File: config.mk
export PLATFORM = sky130hd
export DESIGN_NAME = psf_status_flags
export DESIGN_NICKNAME = d
export VERILOG_FILES = /design/src/psf_pkg.sv /design/src/psf_flag_calc.sv /design/src/psf_status_flags.sv
export SDC_FILE = /design/constraint.sdc
export NUM_CORES = 1
export LEC_CHECK = 0
export ABC_CLOCK_PERIOD_IN_PS = 2450
export BUFFER_PORTS_ARGS = -buffer_cell sky130_fd_sc_hd__buf_2
export CAP_MARGIN = 20
export CORE_MARGIN = 2
export CORE_UTILIZATION = 45
export DETAILED_ROUTE_END_ITERATION = 8
export HOLD_SLACK_MARGIN = 0.02
export PLACE_DENSITY_LB_ADDON = 0.05
export SYNTH_ARGS = -nofsm -noshare
export SYNTH_HDL_FRONTEND = slang
export SYNTH_SLANG_ARGS = --single-unit
export TNS_END_PERCENT = 20
File: constraint.sdc
create_clock -name SYS_CLK -period 2.45 [get_ports SYS_CLK]
set_input_delay 0.245 -clock SYS_CLK [delete_from_list [all_inputs] [get_ports SYS_CLK]]
set_output_delay 0.245 -clock SYS_CLK [all_outputs]
set_load 0.005 [all_outputs]
File: src/psf_pkg.sv
package psf_pkg;
    // Special-function address and bit positions of the status byte
    localparam logic [7:0] PSF_STATUS_ADDR = 8'hd0;
    localparam int PSF_BIT_CARRY  = 7;
    localparam int PSF_BIT_HALF   = 6;
    localparam int PSF_BIT_USER0  = 5;
    localparam int PSF_BIT_BANK_H = 4;
    localparam int PSF_BIT_BANK_L = 3;
    localparam int PSF_BIT_OVF    = 2;
    localparam int PSF_BIT_USER1  = 1;
    localparam int PSF_BIT_PARITY = 0;
    localparam logic [7:0] PSF_STATUS_RESET = 8'h00;
    localparam logic [7:0] PSF_BANK_STRIDE  = 8'h08;

    // Space selected by instruction type
    typedef enum logic [1:0]
    {
        PSF_SPACE_CODE,
        PSF_SPACE_DATA_DIRECT,
        PSF_SPACE_DATA_INDIRECT,
        PSF_SPACE_SFR
    } psf_space_t;

    // Arithmetic operation kind reported by the ALU
    typedef enum logic [2:0]
    {
        PSF_OP_NONE,
        PSF_OP_ADD,
        PSF_OP_SUB,
        PSF_OP_MUL,
        PSF_OP_DIV,
        PSF_OP_OTHER
    } psf_op_t;

    typedef struct packed
    {
        logic       valid;
        psf_op_t    op;
        logic [7:0] lhs;
        logic [7:0] rhs;
        logic       carry_in;
    } psf_alu_req_t;

    typedef struct packed
    {
        logic       wr;
        logic       bit_op;
        logic [7:0] addr;
        logic [2:0] bit_sel;
        logic [7:0] wdata;
    } psf_sfr_req_t;
endpackage

File: src/psf_flag_calc.sv
`timescale 1ns/1ps
module psf_flag_calc
(
    // Operation
    input  wire psf_pkg::psf_alu_req_t req,
    // Flag results
    output logic                       upd_carry,
    output logic                       upd_half,
    output logic                       upd_ovf,
    output logic                       carry_val,
    output logic                       half_val,
    output logic                       ovf_val
);
    import psf_pkg::*;

    logic [8:0]  sum9;
    logic [4:0]  sum5;
    logic [8:0]  dif9;
    logic [4:0]  dif5;
    logic [15:0] prod;
    logic [7:0]  res;

    always_comb
    begin
        sum9 = {1'b0, req.lhs} + {1'b0, req.rhs} + {8'h00, req.carry_in};
        sum5 = {1'b0, req.lhs[3:0]} + {1'b0, req.rhs[3:0]} + {4'h0, req.carry_in};
        dif9 = {1'b0, req.lhs} - {1'b0, req.rhs} - {8'h00, req.carry_in};
        dif5 = {1'b0, req.lhs[3:0]} - {1'b0, req.rhs[3:0]} - {4'h0, req.carry_in};
        prod = {8'h00, req.lhs} * {8'h00, req.rhs};
        res = 8'h00;
        upd_carry = 1'b0;
        upd_half = 1'b0;
        upd_ovf = 1'b0;
        carry_val = 1'b0;
        half_val = 1'b0;
        ovf_val = 1'b0;
        if (req.valid)
        begin
            case (req.op)
                PSF_OP_ADD:
                begin
                    res = sum9[7:0];
                    upd_carry = 1'b1;
                    carry_val = sum9[8];
                    upd_half = 1'b1;
                    half_val = sum5[4];
                    upd_ovf = 1'b1;
                    ovf_val = (req.lhs[7] == req.rhs[7]) && (res[7] != req.lhs[7]);
                end
                PSF_OP_SUB:
                begin
                    res = dif9[7:0];
                    upd_carry = 1'b1;
                    carry_val = dif9[8];
                    upd_half = 1'b1;
                    half_val = dif5[4];
                    upd_ovf = 1'b1;
                    ovf_val = (req.lhs[7] != req.rhs[7]) && (res[7] != req.lhs[7]);
                end
                PSF_OP_MUL:
                begin
                    upd_carry = 1'b1;
                    upd_half = 1'b1;
                    upd_ovf = 1'b1;
                    ovf_val = (prod[15:8] != 8'h00);
                end
                PSF_OP_DIV:
                begin
                    upd_carry = 1'b1;
                    upd_half = 1'b1;
                    upd_ovf = 1'b1;
                    ovf_val = (req.rhs == 8'h00);
                end
                PSF_OP_OTHER:
                begin
                    // Other arithmetic clears the half carry
                    upd_half = 1'b1;
                end
                default:
                begin
                    res = 8'h00;
                end
            endcase
        end
    end
endmodule

File: src/psf_status_flags.sv
`timescale 1ns/1ps
module psf_status_flags
(
    // Clock and reset
    input  wire logic                  SYS_CLK,
    input  wire logic                  RSTN,
    // Arithmetic unit
    input  wire psf_pkg::psf_alu_req_t ALU_REQ,
    input  wire logic [7:0]            ACC_VALUE,
    // Special-function access
    input  wire psf_pkg::psf_sfr_req_t SFR_REQ,
    output logic [7:0]                 SFR_RDATA,
    output logic                       SFR_HIT,
    // Instruction addressing
    input  wire logic                  IS_CODE_FETCH,
    input  wire logic                  IS_INDIRECT,
    input  wire logic [2:0]            REG_INDEX,
    // Status outputs
    output logic [7:0]                 STATUS_WORD,
    output logic [7:0]                 REG_ADDR,
    output logic [7:0]                 PTR0_ADDR,
    output logic [7:0]                 PTR1_ADDR,
    output psf_pkg::psf_space_t        ACCESS_SPACE
);
    import psf_pkg::*;

    logic [7:0] status_reg;
    logic [7:0] status_next;
    logic [7:0] rdata_reg;
    logic [7:0] rdata_next;
    logic       hit_reg;
    logic       hit_next;
    logic [7:0] reg_addr_reg;
    logic [7:0] reg_addr_next;
    logic [7:0] ptr0_reg;
    logic [7:0] ptr0_next;
    logic [7:0] ptr1_reg;
    logic [7:0] ptr1_next;
    psf_space_t space_reg;
    psf_space_t space_next;
    logic       upd_carry;
    logic       upd_half;
    logic       upd_ovf;
    logic       carry_val;
    logic       half_val;
    logic       ovf_val;
    logic       sel;
    logic [7:0] bank_base;
    logic [7:0] sw_mask;

    psf_flag_calc u_calc
    (
        .req       (ALU_REQ),
        .upd_carry (upd_carry),
        .upd_half  (upd_half),
        .upd_ovf   (upd_ovf),
        .carry_val (carry_val),
        .half_val  (half_val),
        .ovf_val   (ovf_val)
    );

    always_comb
    begin
        sel = (SFR_REQ.addr == PSF_STATUS_ADDR);
        sw_mask = 8'h00;
        if (sel && SFR_REQ.wr)
        begin
            if (SFR_REQ.bit_op)
            begin
                sw_mask = 8'h01 << SFR_REQ.bit_sel;
            end
            else
            begin
                sw_mask = 8'hff;
            end
        end
        // Parity is never stored from software
        sw_mask[PSF_BIT_PARITY] = 1'b0;
        status_next = (status_reg & ~sw_mask) | (SFR_REQ.wdata & sw_mask);
        if (SFR_REQ.bit_op)
        begin
            status_next = (status_reg & ~sw_mask) | ({8{SFR_REQ.wdata[0]}} & sw_mask);
        end
        // Hardware flag updates win over a same-cycle software write
        if (upd_carry)
        begin
            status_next[PSF_BIT_CARRY] = carry_val;
        end
        if (upd_half)
        begin
            status_next[PSF_BIT_HALF] = half_val;
        end
        if (upd_ovf)
        begin
            status_next[PSF_BIT_OVF] = ovf_val;
        end
        status_next[PSF_BIT_PARITY] = ^ACC_VALUE;
        rdata_next = sel ? status_next : 8'h00;
        hit_next = sel;
        bank_base = PSF_BANK_STRIDE
            * {6'h00, status_next[PSF_BIT_BANK_H:PSF_BIT_BANK_L]};
        reg_addr_next = bank_base | {5'h00, REG_INDEX};
        ptr0_next = bank_base;
        ptr1_next = bank_base | 8'h01;
        if (IS_CODE_FETCH)
        begin
            space_next = PSF_SPACE_CODE;
        end
        else if (IS_INDIRECT)
        begin
            space_next = PSF_SPACE_DATA_INDIRECT;
        end
        else if (SFR_REQ.addr[7])
        begin
            space_next = PSF_SPACE_SFR;
        end
        else
        begin
            space_next = PSF_SPACE_DATA_DIRECT;
        end
    end

    always_ff @(posedge SYS_CLK or negedge RSTN)
    begin
        if (!RSTN)
        begin
            status_reg <= PSF_STATUS_RESET;
            rdata_reg <= 8'h00;
            hit_reg <= 1'b0;
            reg_addr_reg <= 8'h00;
            ptr0_reg <= 8'h00;
            ptr1_reg <= 8'h01;
            space_reg <= PSF_SPACE_CODE;
        end
        else
        begin
            status_reg <= status_next;
            rdata_reg <= rdata_next;
            hit_reg <= hit_next;
            reg_addr_reg <= reg_addr_next;
            ptr0_reg <= ptr0_next;
            ptr1_reg <= ptr1_next;
            space_reg <= space_next;
        end
    end

    assign STATUS_WORD = status_reg;
    assign SFR_RDATA = rdata_reg;
    assign SFR_HIT = hit_reg;
    assign REG_ADDR = reg_addr_reg;
    assign PTR0_ADDR = ptr0_reg;
    assign PTR1_ADDR = ptr1_reg;
    assign ACCESS_SPACE = space_reg;
endmodule

==> qor.csv, run 1 <==
metric;value;unit
outcome;finished, violations left;
violations;negative setup slack;
async_flop_share;100;%
worst_r2r_path_depth;5;
area_growth;31.3;%
period_share;162;%
num_vias;3287;
grt_start_max_net_pins;23;
required;2600;ps
antenna_left;0;
drt_drc_violations_left;0;
clock_path_buffers;2;
cpMostUsedCell;fa_1;
initial_utilization;46.9;%
min_path_type;input pin to flip-flop;
total_power;2680;uW
wl;8990;um
cap_violations;0;
r2r_end;SFR_RDATA[6]$_DFF_PN0_;
synth_ff_type;dfrtp_1;
pwr_density_cell;555;nW/um2
antenna_found_initial;0;
drt_iter0_drc;102;
ys_seq_area_share;15.0;%
crit_start;ALU_REQ[5];
syn_inst;421;
synth_area_per_cell;8.75;um2
timing.final.ws_setup;-1530;ps
rsz0062_at_grt;true;
cts_tree;built;
max-vdd-ir-drop;0.314;mV
grt.busiest_layer;met2;
yosys.area.top_type;fa_1;
max_stage_delay;530;ps
r2r_start;STATUS_WORD[6]$_DFF_PN0_;
viasPerCell;4.97;
period_needed;3980;ps
ys_top_cells_by_area;fa_1 20%, ha_1 18%, dfrtp_1 15%;
setup_violations;2;
p_leak;0.00258;uW
yosys_warnings;0;
synth.distinct_cells;46;
nFillCells;735;
met1_usage;30.9;%
rrSetupSlack;1090;ps
use_met3;1.92;%
antenna_cells;0;
drive_above_1_share;31.8;%
crit_end;SFR_RDATA[2]$_DFF_PN0_;
port_buffers;84;
numCtsBuffers;3;
yosysMostFrequentCell;inv_1;
finalHoldViolCount;0;
firstDrtPassIters;4;
grt_pass1_wl;15300;um
crit_chain;buf_4 -> ha_2 -> fa_1 -> inv_1 -> fa_1 -> fa_1 -> fa_1 -> inv_1 -> ha_4 -> o211ai_1 -> o21ai_2 -> nand2_2 -> o21ai_2 -> mux2i_1 -> a41oi_2 -> o211a_1;
synth_top_area_share;20.1;%
pin_count;100;
skew;0.604;ps
crit_path_top_delay_cell;fa_1;
clock-root-buffer;clkbuf_8;
dieWidth;94.5;um
track_usage;21.5;%
timing_worst_setup_path_type;input pin to flip-flop;
endpoint_kind;flip-flop;
cp-start-kind;input pin;
rows;32;
post-route-util;61.6;%
clock_sinks;22;
synth_common_cells;66 x inv_1, 52 x ha_1, 37 x fa_1;
clk_pin_slew;80;ps
die_area;8920;um2
hpwlAfterDp;7800;um
insertion_delay;260;ps
die_y;94.5;um
routabilityCongestion;0.858;
syn-cell-area;3680;um2
tightest_slew;565;ps
synth-seq-cells;22;
synth_edf_count;0;
wl_per_cell;13.6;um
slew-limit-headroom;62.2;%
fp.coreArea;7850;um2
grt_pass1_vias;3327;
max_freq;0.251;GHz
drv_slew;0;
htreeDepth;1;
cp_data_arrival_time;4130;ps
overflow;0;
grt_util_met2;36.2;%
nNetsFinal;706;
cp_max_fo;4;
[registers in the layout (all words and copies together), names as in the netlist]
| name | cells |
|---|---|
| REG_ADDR | 4 |
| SFR_RDATA | 8 |
| STATUS_WORD | 7 |
| ACCESS_SPACE | 2 |
| SFR_HIT | 1 |
[logic make-up (layout without fill, tap and decap cells)]
kind of cell / Yosys count / after routing / synth area share [%]
compound gates: 61 / 61 / 11.2
xor+xnor: 16 / 16 / 3.81
fa+ha+maj: 89 / 89 / 37.8
buf+inv: 93 / 218 / 11.7
flops: 22 / 22 / 15.0
mux: 7 / 7 / 1.90
other cells: 2 / 15 / 0.204
simple gates: 131 / 131 / 18.5
[power by group]
part	leakage (uW)	internal [uW]	switching, uW
registers	0.000293	380	7.26
clock network	0.0000357	218	116
logic	0.00225	982	978
total	0.00258	1580	1100
[what timing repair did]
action | in CTS | in global routing
buffers inserted | 3 | 0
pin swaps | 11 | 19
endpoints found under the setup margin | 3 | 3
hold buffers | 1 | 0
gates resized for setup | 9 | 20
endpoints found under the hold margin | 22 | 0
[layout by cell type (no fill, tap or decap), types with 4 or more instances in the layout]
cell      n
o21ai_0   6
nor3_1    4
conb_1   15
nand3_1   8
a21oi_1  12
o21ai_1   5
xnor2_1  13
o22ai_1   5
nor4_1    4
nor2_1   28
dfrtp_1  22
buf_4    66
inv_1    65
ha_4      7
fa_1     35
nor3b_1   4
and2_1   28
ha_1     43
mux2i_1   7
nand4_1   4
buf_2    76
nand2_1  31
[cell type report]
| class | count | area, um2 | area share [%] |
|---|---|---|---|
| clock buffers | 3 | 41.3 | 0.854 |
| inverters | 66 | 248 | 5.13 |
| well taps | 102 | 128 | 2.64 |
| clock inverters | 1 | 30.0 | 0.621 |
| repair buffers | 148 | 935 | 19.3 |
| multi-input cells | 319 | 2900 | 60.0 |
| flip-flops and latches | 22 | 551 | 11.4 |
[worst min path at each step]
stage / startpoint / end / slack (ps) / cells past startpoint
2_1_floorplan: RSTN / ACCESS_SPACE[0]$_DFF_PN0_ / -50 / 0
3_3_place_gp: RSTN / REG_ADDR[0]$_DFF_PN0_ / 230 / 1
3_5_place_dp: RSTN / REG_ADDR[1]$_DFF_PN0_ / 230 / 1
4_1_cts: REG_INDEX[2] / REG_ADDR[2]$_DFF_PN0_ / 80 / 1
5_1_grt: REG_INDEX[2] / REG_ADDR[2]$_DFF_PN0_ / 70 / 1
6_report: REG_INDEX[2] / REG_ADDR[2]$_DFF_PN0_ / 80 / 1
[metal layers]
layer	part of all wire, %	routed length, um
met1	48	4360
met2	47	4220
met3	3.4	308
met4	1.1	102
met5	0	0
[critical path, delay by kind of cell]
kind	cells	cell delay (ps)
adders and majority gates	6	2410
AOI/OAI and AO/OA	5	890
muxes	1	250
buffers and inverters	3	240
and+or+nand+nor	1	110
[metrics by stage]
stage | std cells | hold slack [ps] | setup slack, ps | cell area [um2] | setup TNS [ps]
after global routing | 661 | 73.8 | -1650 | 4830 | -3300
final | 661 | 83.3 | -1530 | 4830 | -3000
after global placement | 653 | 227 | -1830 | 4640 | -4210
after floorplan | 434 | -50.6 | -1460 | 3830 | -2870
after detailed placement | 653 | 231 | -1960 | 4640 | -4480
after CTS | 661 | 81.5 | -1610 | 4770 | -3190
No activity file was read; power rests on OpenSTA's default activity.
==> run 2: changes to the inputs <==
--- a/config.mk
+++ b/config.mk
@@ -5,11 +5,13 @@
 export SDC_FILE = /design/constraint.sdc
 export NUM_CORES = 1
 export LEC_CHECK = 0
-export ABC_CLOCK_PERIOD_IN_PS = 2450
+export ABC_CLOCK_PERIOD_IN_PS = 4680
 export BUFFER_PORTS_ARGS = -buffer_cell sky130_fd_sc_hd__buf_2
 export CAP_MARGIN = 20
+export CELL_PAD_IN_SITES_DETAIL_PLACEMENT = 0
+export CELL_PAD_IN_SITES_GLOBAL_PLACEMENT = 2
 export CORE_MARGIN = 2
-export CORE_UTILIZATION = 45
+export CORE_UTILIZATION = 34
 export DETAILED_ROUTE_END_ITERATION = 8
 export HOLD_SLACK_MARGIN = 0.02
 export PLACE_DENSITY_LB_ADDON = 0.05
==> constraint.sdc (replaced) <==
create_clock -name SYS_CLK -period 4.68 [get_ports SYS_CLK]
set_input_delay 0.468 -clock SYS_CLK [delete_from_list [all_inputs] [get_ports SYS_CLK]]
set_output_delay 0.468 -clock SYS_CLK [all_outputs]
set_load 0.005 [all_outputs]
==> run 2 against run 1 <==
  * The flow now finishes without violations
  * Global-route usage down 4.2 points
  * Cell count up 0.61%
  * Sequential cell count unchanged
  * First-iteration DRC count down 23%
  * Sequential share of layout area up 0.98 points
  * Clock skew up 2.5 ps
  * Clock-buffer cell count up 1
  * Critical endpoint unchanged
==> qor.csv, run 2 (same netlist as run 1, synthesis figures left out) <==
metric;value;unit;change
antenna_cells;0;;unchanged
endpoint_kind;flip-flop;;
timing.final.ws_setup;216;ps;+1750 ps
tightest_slew;692;ps;+126 ps
layout_commonest_cell;buf_2;;
die_y;108;um;+14%
outcome;completed;;
min_path_type;input pin to async pin;;
setup_violations;0;;-2
max_freq;0.224;GHz;
firstDrtPassIters;4;;unchanged
post_cts_buffers;0;;-3
port_buffers;84;;unchanged
wl;9680;um;+7.7%
crit_chain;buf_2 -> ha_1 -> fa_1 -> inv_1 -> fa_1 -> fa_1 -> fa_1 -> inv_1 -> ha_1 -> o211ai_1 -> o21ai_1 -> nand2_1 -> o2111a_1 -> a211o_1 -> a41oi_1 -> o211a_1;;
cp-start-kind;input pin;;
clock_sinks;22;;unchanged
htreeDepth;1;;unchanged
largest_reg_flops;8;;unchanged
swShare;43.3;%;+2.3 points
p_leak;0.00241;uW;-6.5%
period_needed;4460;ps;
cpMostUsedCell;fa_1;;
dieWidth;108;um;+14%
drv_slew;0;;unchanged
final_cell_mix;84 x buf_2, 66 x inv_1, 52 x ha_1;;
viasPerCell;4.69;;-5.6%
initial_utilization;35.4;%;-12 points
place_ws;-153;ps;+1800 ps
drive_above_1_share;23.6;%;-8.2 points
drt_iter0_drc;79;;-23%
rsz0062_at_grt;false;;
skew;3.10;ps;+2.50 ps
insertion_delay;260;ps;about the same
grt_start_max_net_pins;23;;unchanged
timing_worst_setup_path_type;input pin to flip-flop;;
routabilityCongestion;0.799;;-6.9%
cp_data_arrival_time;4670;ps;+540 ps
wl_per_cell;14.6;um;+7.0%
clk_pin_slew;70;ps;about the same
slew-limit-headroom;53.7;%;-8.5 points
clock_path_buffers;2;;unchanged
p_clk_share;11.6;%;-0.8 points
max_stage_delay;540;ps;about the same
pin_count;100;;unchanged
num_vias;3122;;-5.0%
drt_drc_violations_left;0;;unchanged
antenna_found_initial;0;;unchanged
grt_pass1_wl;16000;um;+4.4%
grt_pass1_vias;3155;;-5.2%
hpwlAfterDp;8450;um;+8.4%
cp_max_fo;4;;unchanged
cap_violations;0;;unchanged
antenna_left;0;;unchanged
power.switching;509;uW;-54%
die_area;11700;um2;+31%
nNetsFinal;676;;-4.2%
crit_path_top_delay_cell;fa_1;;
overflow;0;;unchanged
track_usage;17.3;%;-4.2 points
area_growth;20.9;%;
critPathBufInv;3;;unchanged
crit_family;adder cells;;
rows;37;;+16%
finalSetupTns;0;ps;+3000 ps
pwr_density_cell;264;nW/um2;-52%
internal_power;666;uW;-58%
clock-root-buffer;clkbuf_8;;
cts_tree;built;;
numCtsBuffers;3;;unchanged
max-vdd-ir-drop;0.103;mV;-67%
required;4880;ps;+2280 ps
fp.coreArea;10400;um2;+33%
seq_power_share;17.3;%;+2.9 points
period_share;95.4;%;
finalHoldViolCount;0;;unchanged
combPwrFrac;71.2;%;-1.9 points
## run 2: cell types whose count changed in the layout (fill, tap and decap cells not counted), moves of 3 or more
cell / change
ha_1: +9
buf_2: +8
buf_4: -32
o21ai_0: +4
buf_6: -3
ha_4: -7
## run 2: final timing paths
| path | start | to | slack (ps) | cells after the start |
|---|---|---|---|---|
| min in group SYS_CLK | REG_INDEX[1] | REG_ADDR[1]$_DFF_PN0_ | 310 | 1 |
| setup reg to reg | STATUS_WORD[6]$_DFF_PN0_ | SFR_RDATA[6]$_DFF_PN0_ | 3320 | 5 |
| hold reg to reg | STATUS_WORD[1]$_DFF_PN0_ | STATUS_WORD[1]$_DFF_PN0_ | 660 | 2 |
| setup / recovery | ALU_REQ[5] | SFR_RDATA[2]$_DFF_PN0_ | 220 | 16 |
| max in group asynchronous | RSTN | SFR_RDATA[5]$_DFF_PN0_ | 4180 | 1 |
| hold / removal | RSTN | REG_ADDR[1]$_DFF_PN0_ | 160 | 1 |
## run 2: layout make-up
type / instances / area [um2]
clock buffers: 4 / 55.1
fillers: 1075 / 5970
inverters: 66 / 248
multi-input cells: 319 / 2750
flip-flops and latches: 22 / 551
well taps: 136 / 170
repair buffers: 118 / 676
## run 2: power groups by stage
stage	logic (uW)	clock network, uW	registers, uW
after floorplan	558	0	208
after global placement	834	0	207
after detailed placement	837	0	207
after CTS	845	142	203
after global routing	959	148	204
final	836	136	203
## run 2: layer usage
layer	global-route usage [%]	share of wire, %	up-vias	wire [um]
li1	-	-	1575	-
met1	26.2	51	1484	4920
met2	27.8	46	59	4450
met3	1.39	2.8	4	268
met4	1.92	0.48	0	46
met5	0	0	-	0
## run 2: repair_timing
action                                  CTS  global route
resized for setup                         0             2
endpoints found under the setup margin    0             2
hold buffers                              0             0
## run 2: per-stage QoR
| step | power (uW) | std cells | instance area, um2 | hold slack (ps) | util, % |
|---|---|---|---|---|---|
| 6_report | 1180 | 665 | 4450 | 163 | 42.7 |
| 5_1_grt | 1310 | 665 | 4450 | 195 | 42.7 |
| 4_1_cts | 1190 | 665 | 4450 | 179 | 42.7 |
| 3_5_place_dp | 1040 | 661 | 4400 | 470 | 42.2 |
| 3_3_place_gp | 1040 | 661 | 4400 | 457 | 42.2 |
| 2_1_floorplan | 766 | 434 | 3730 | 172 | - |
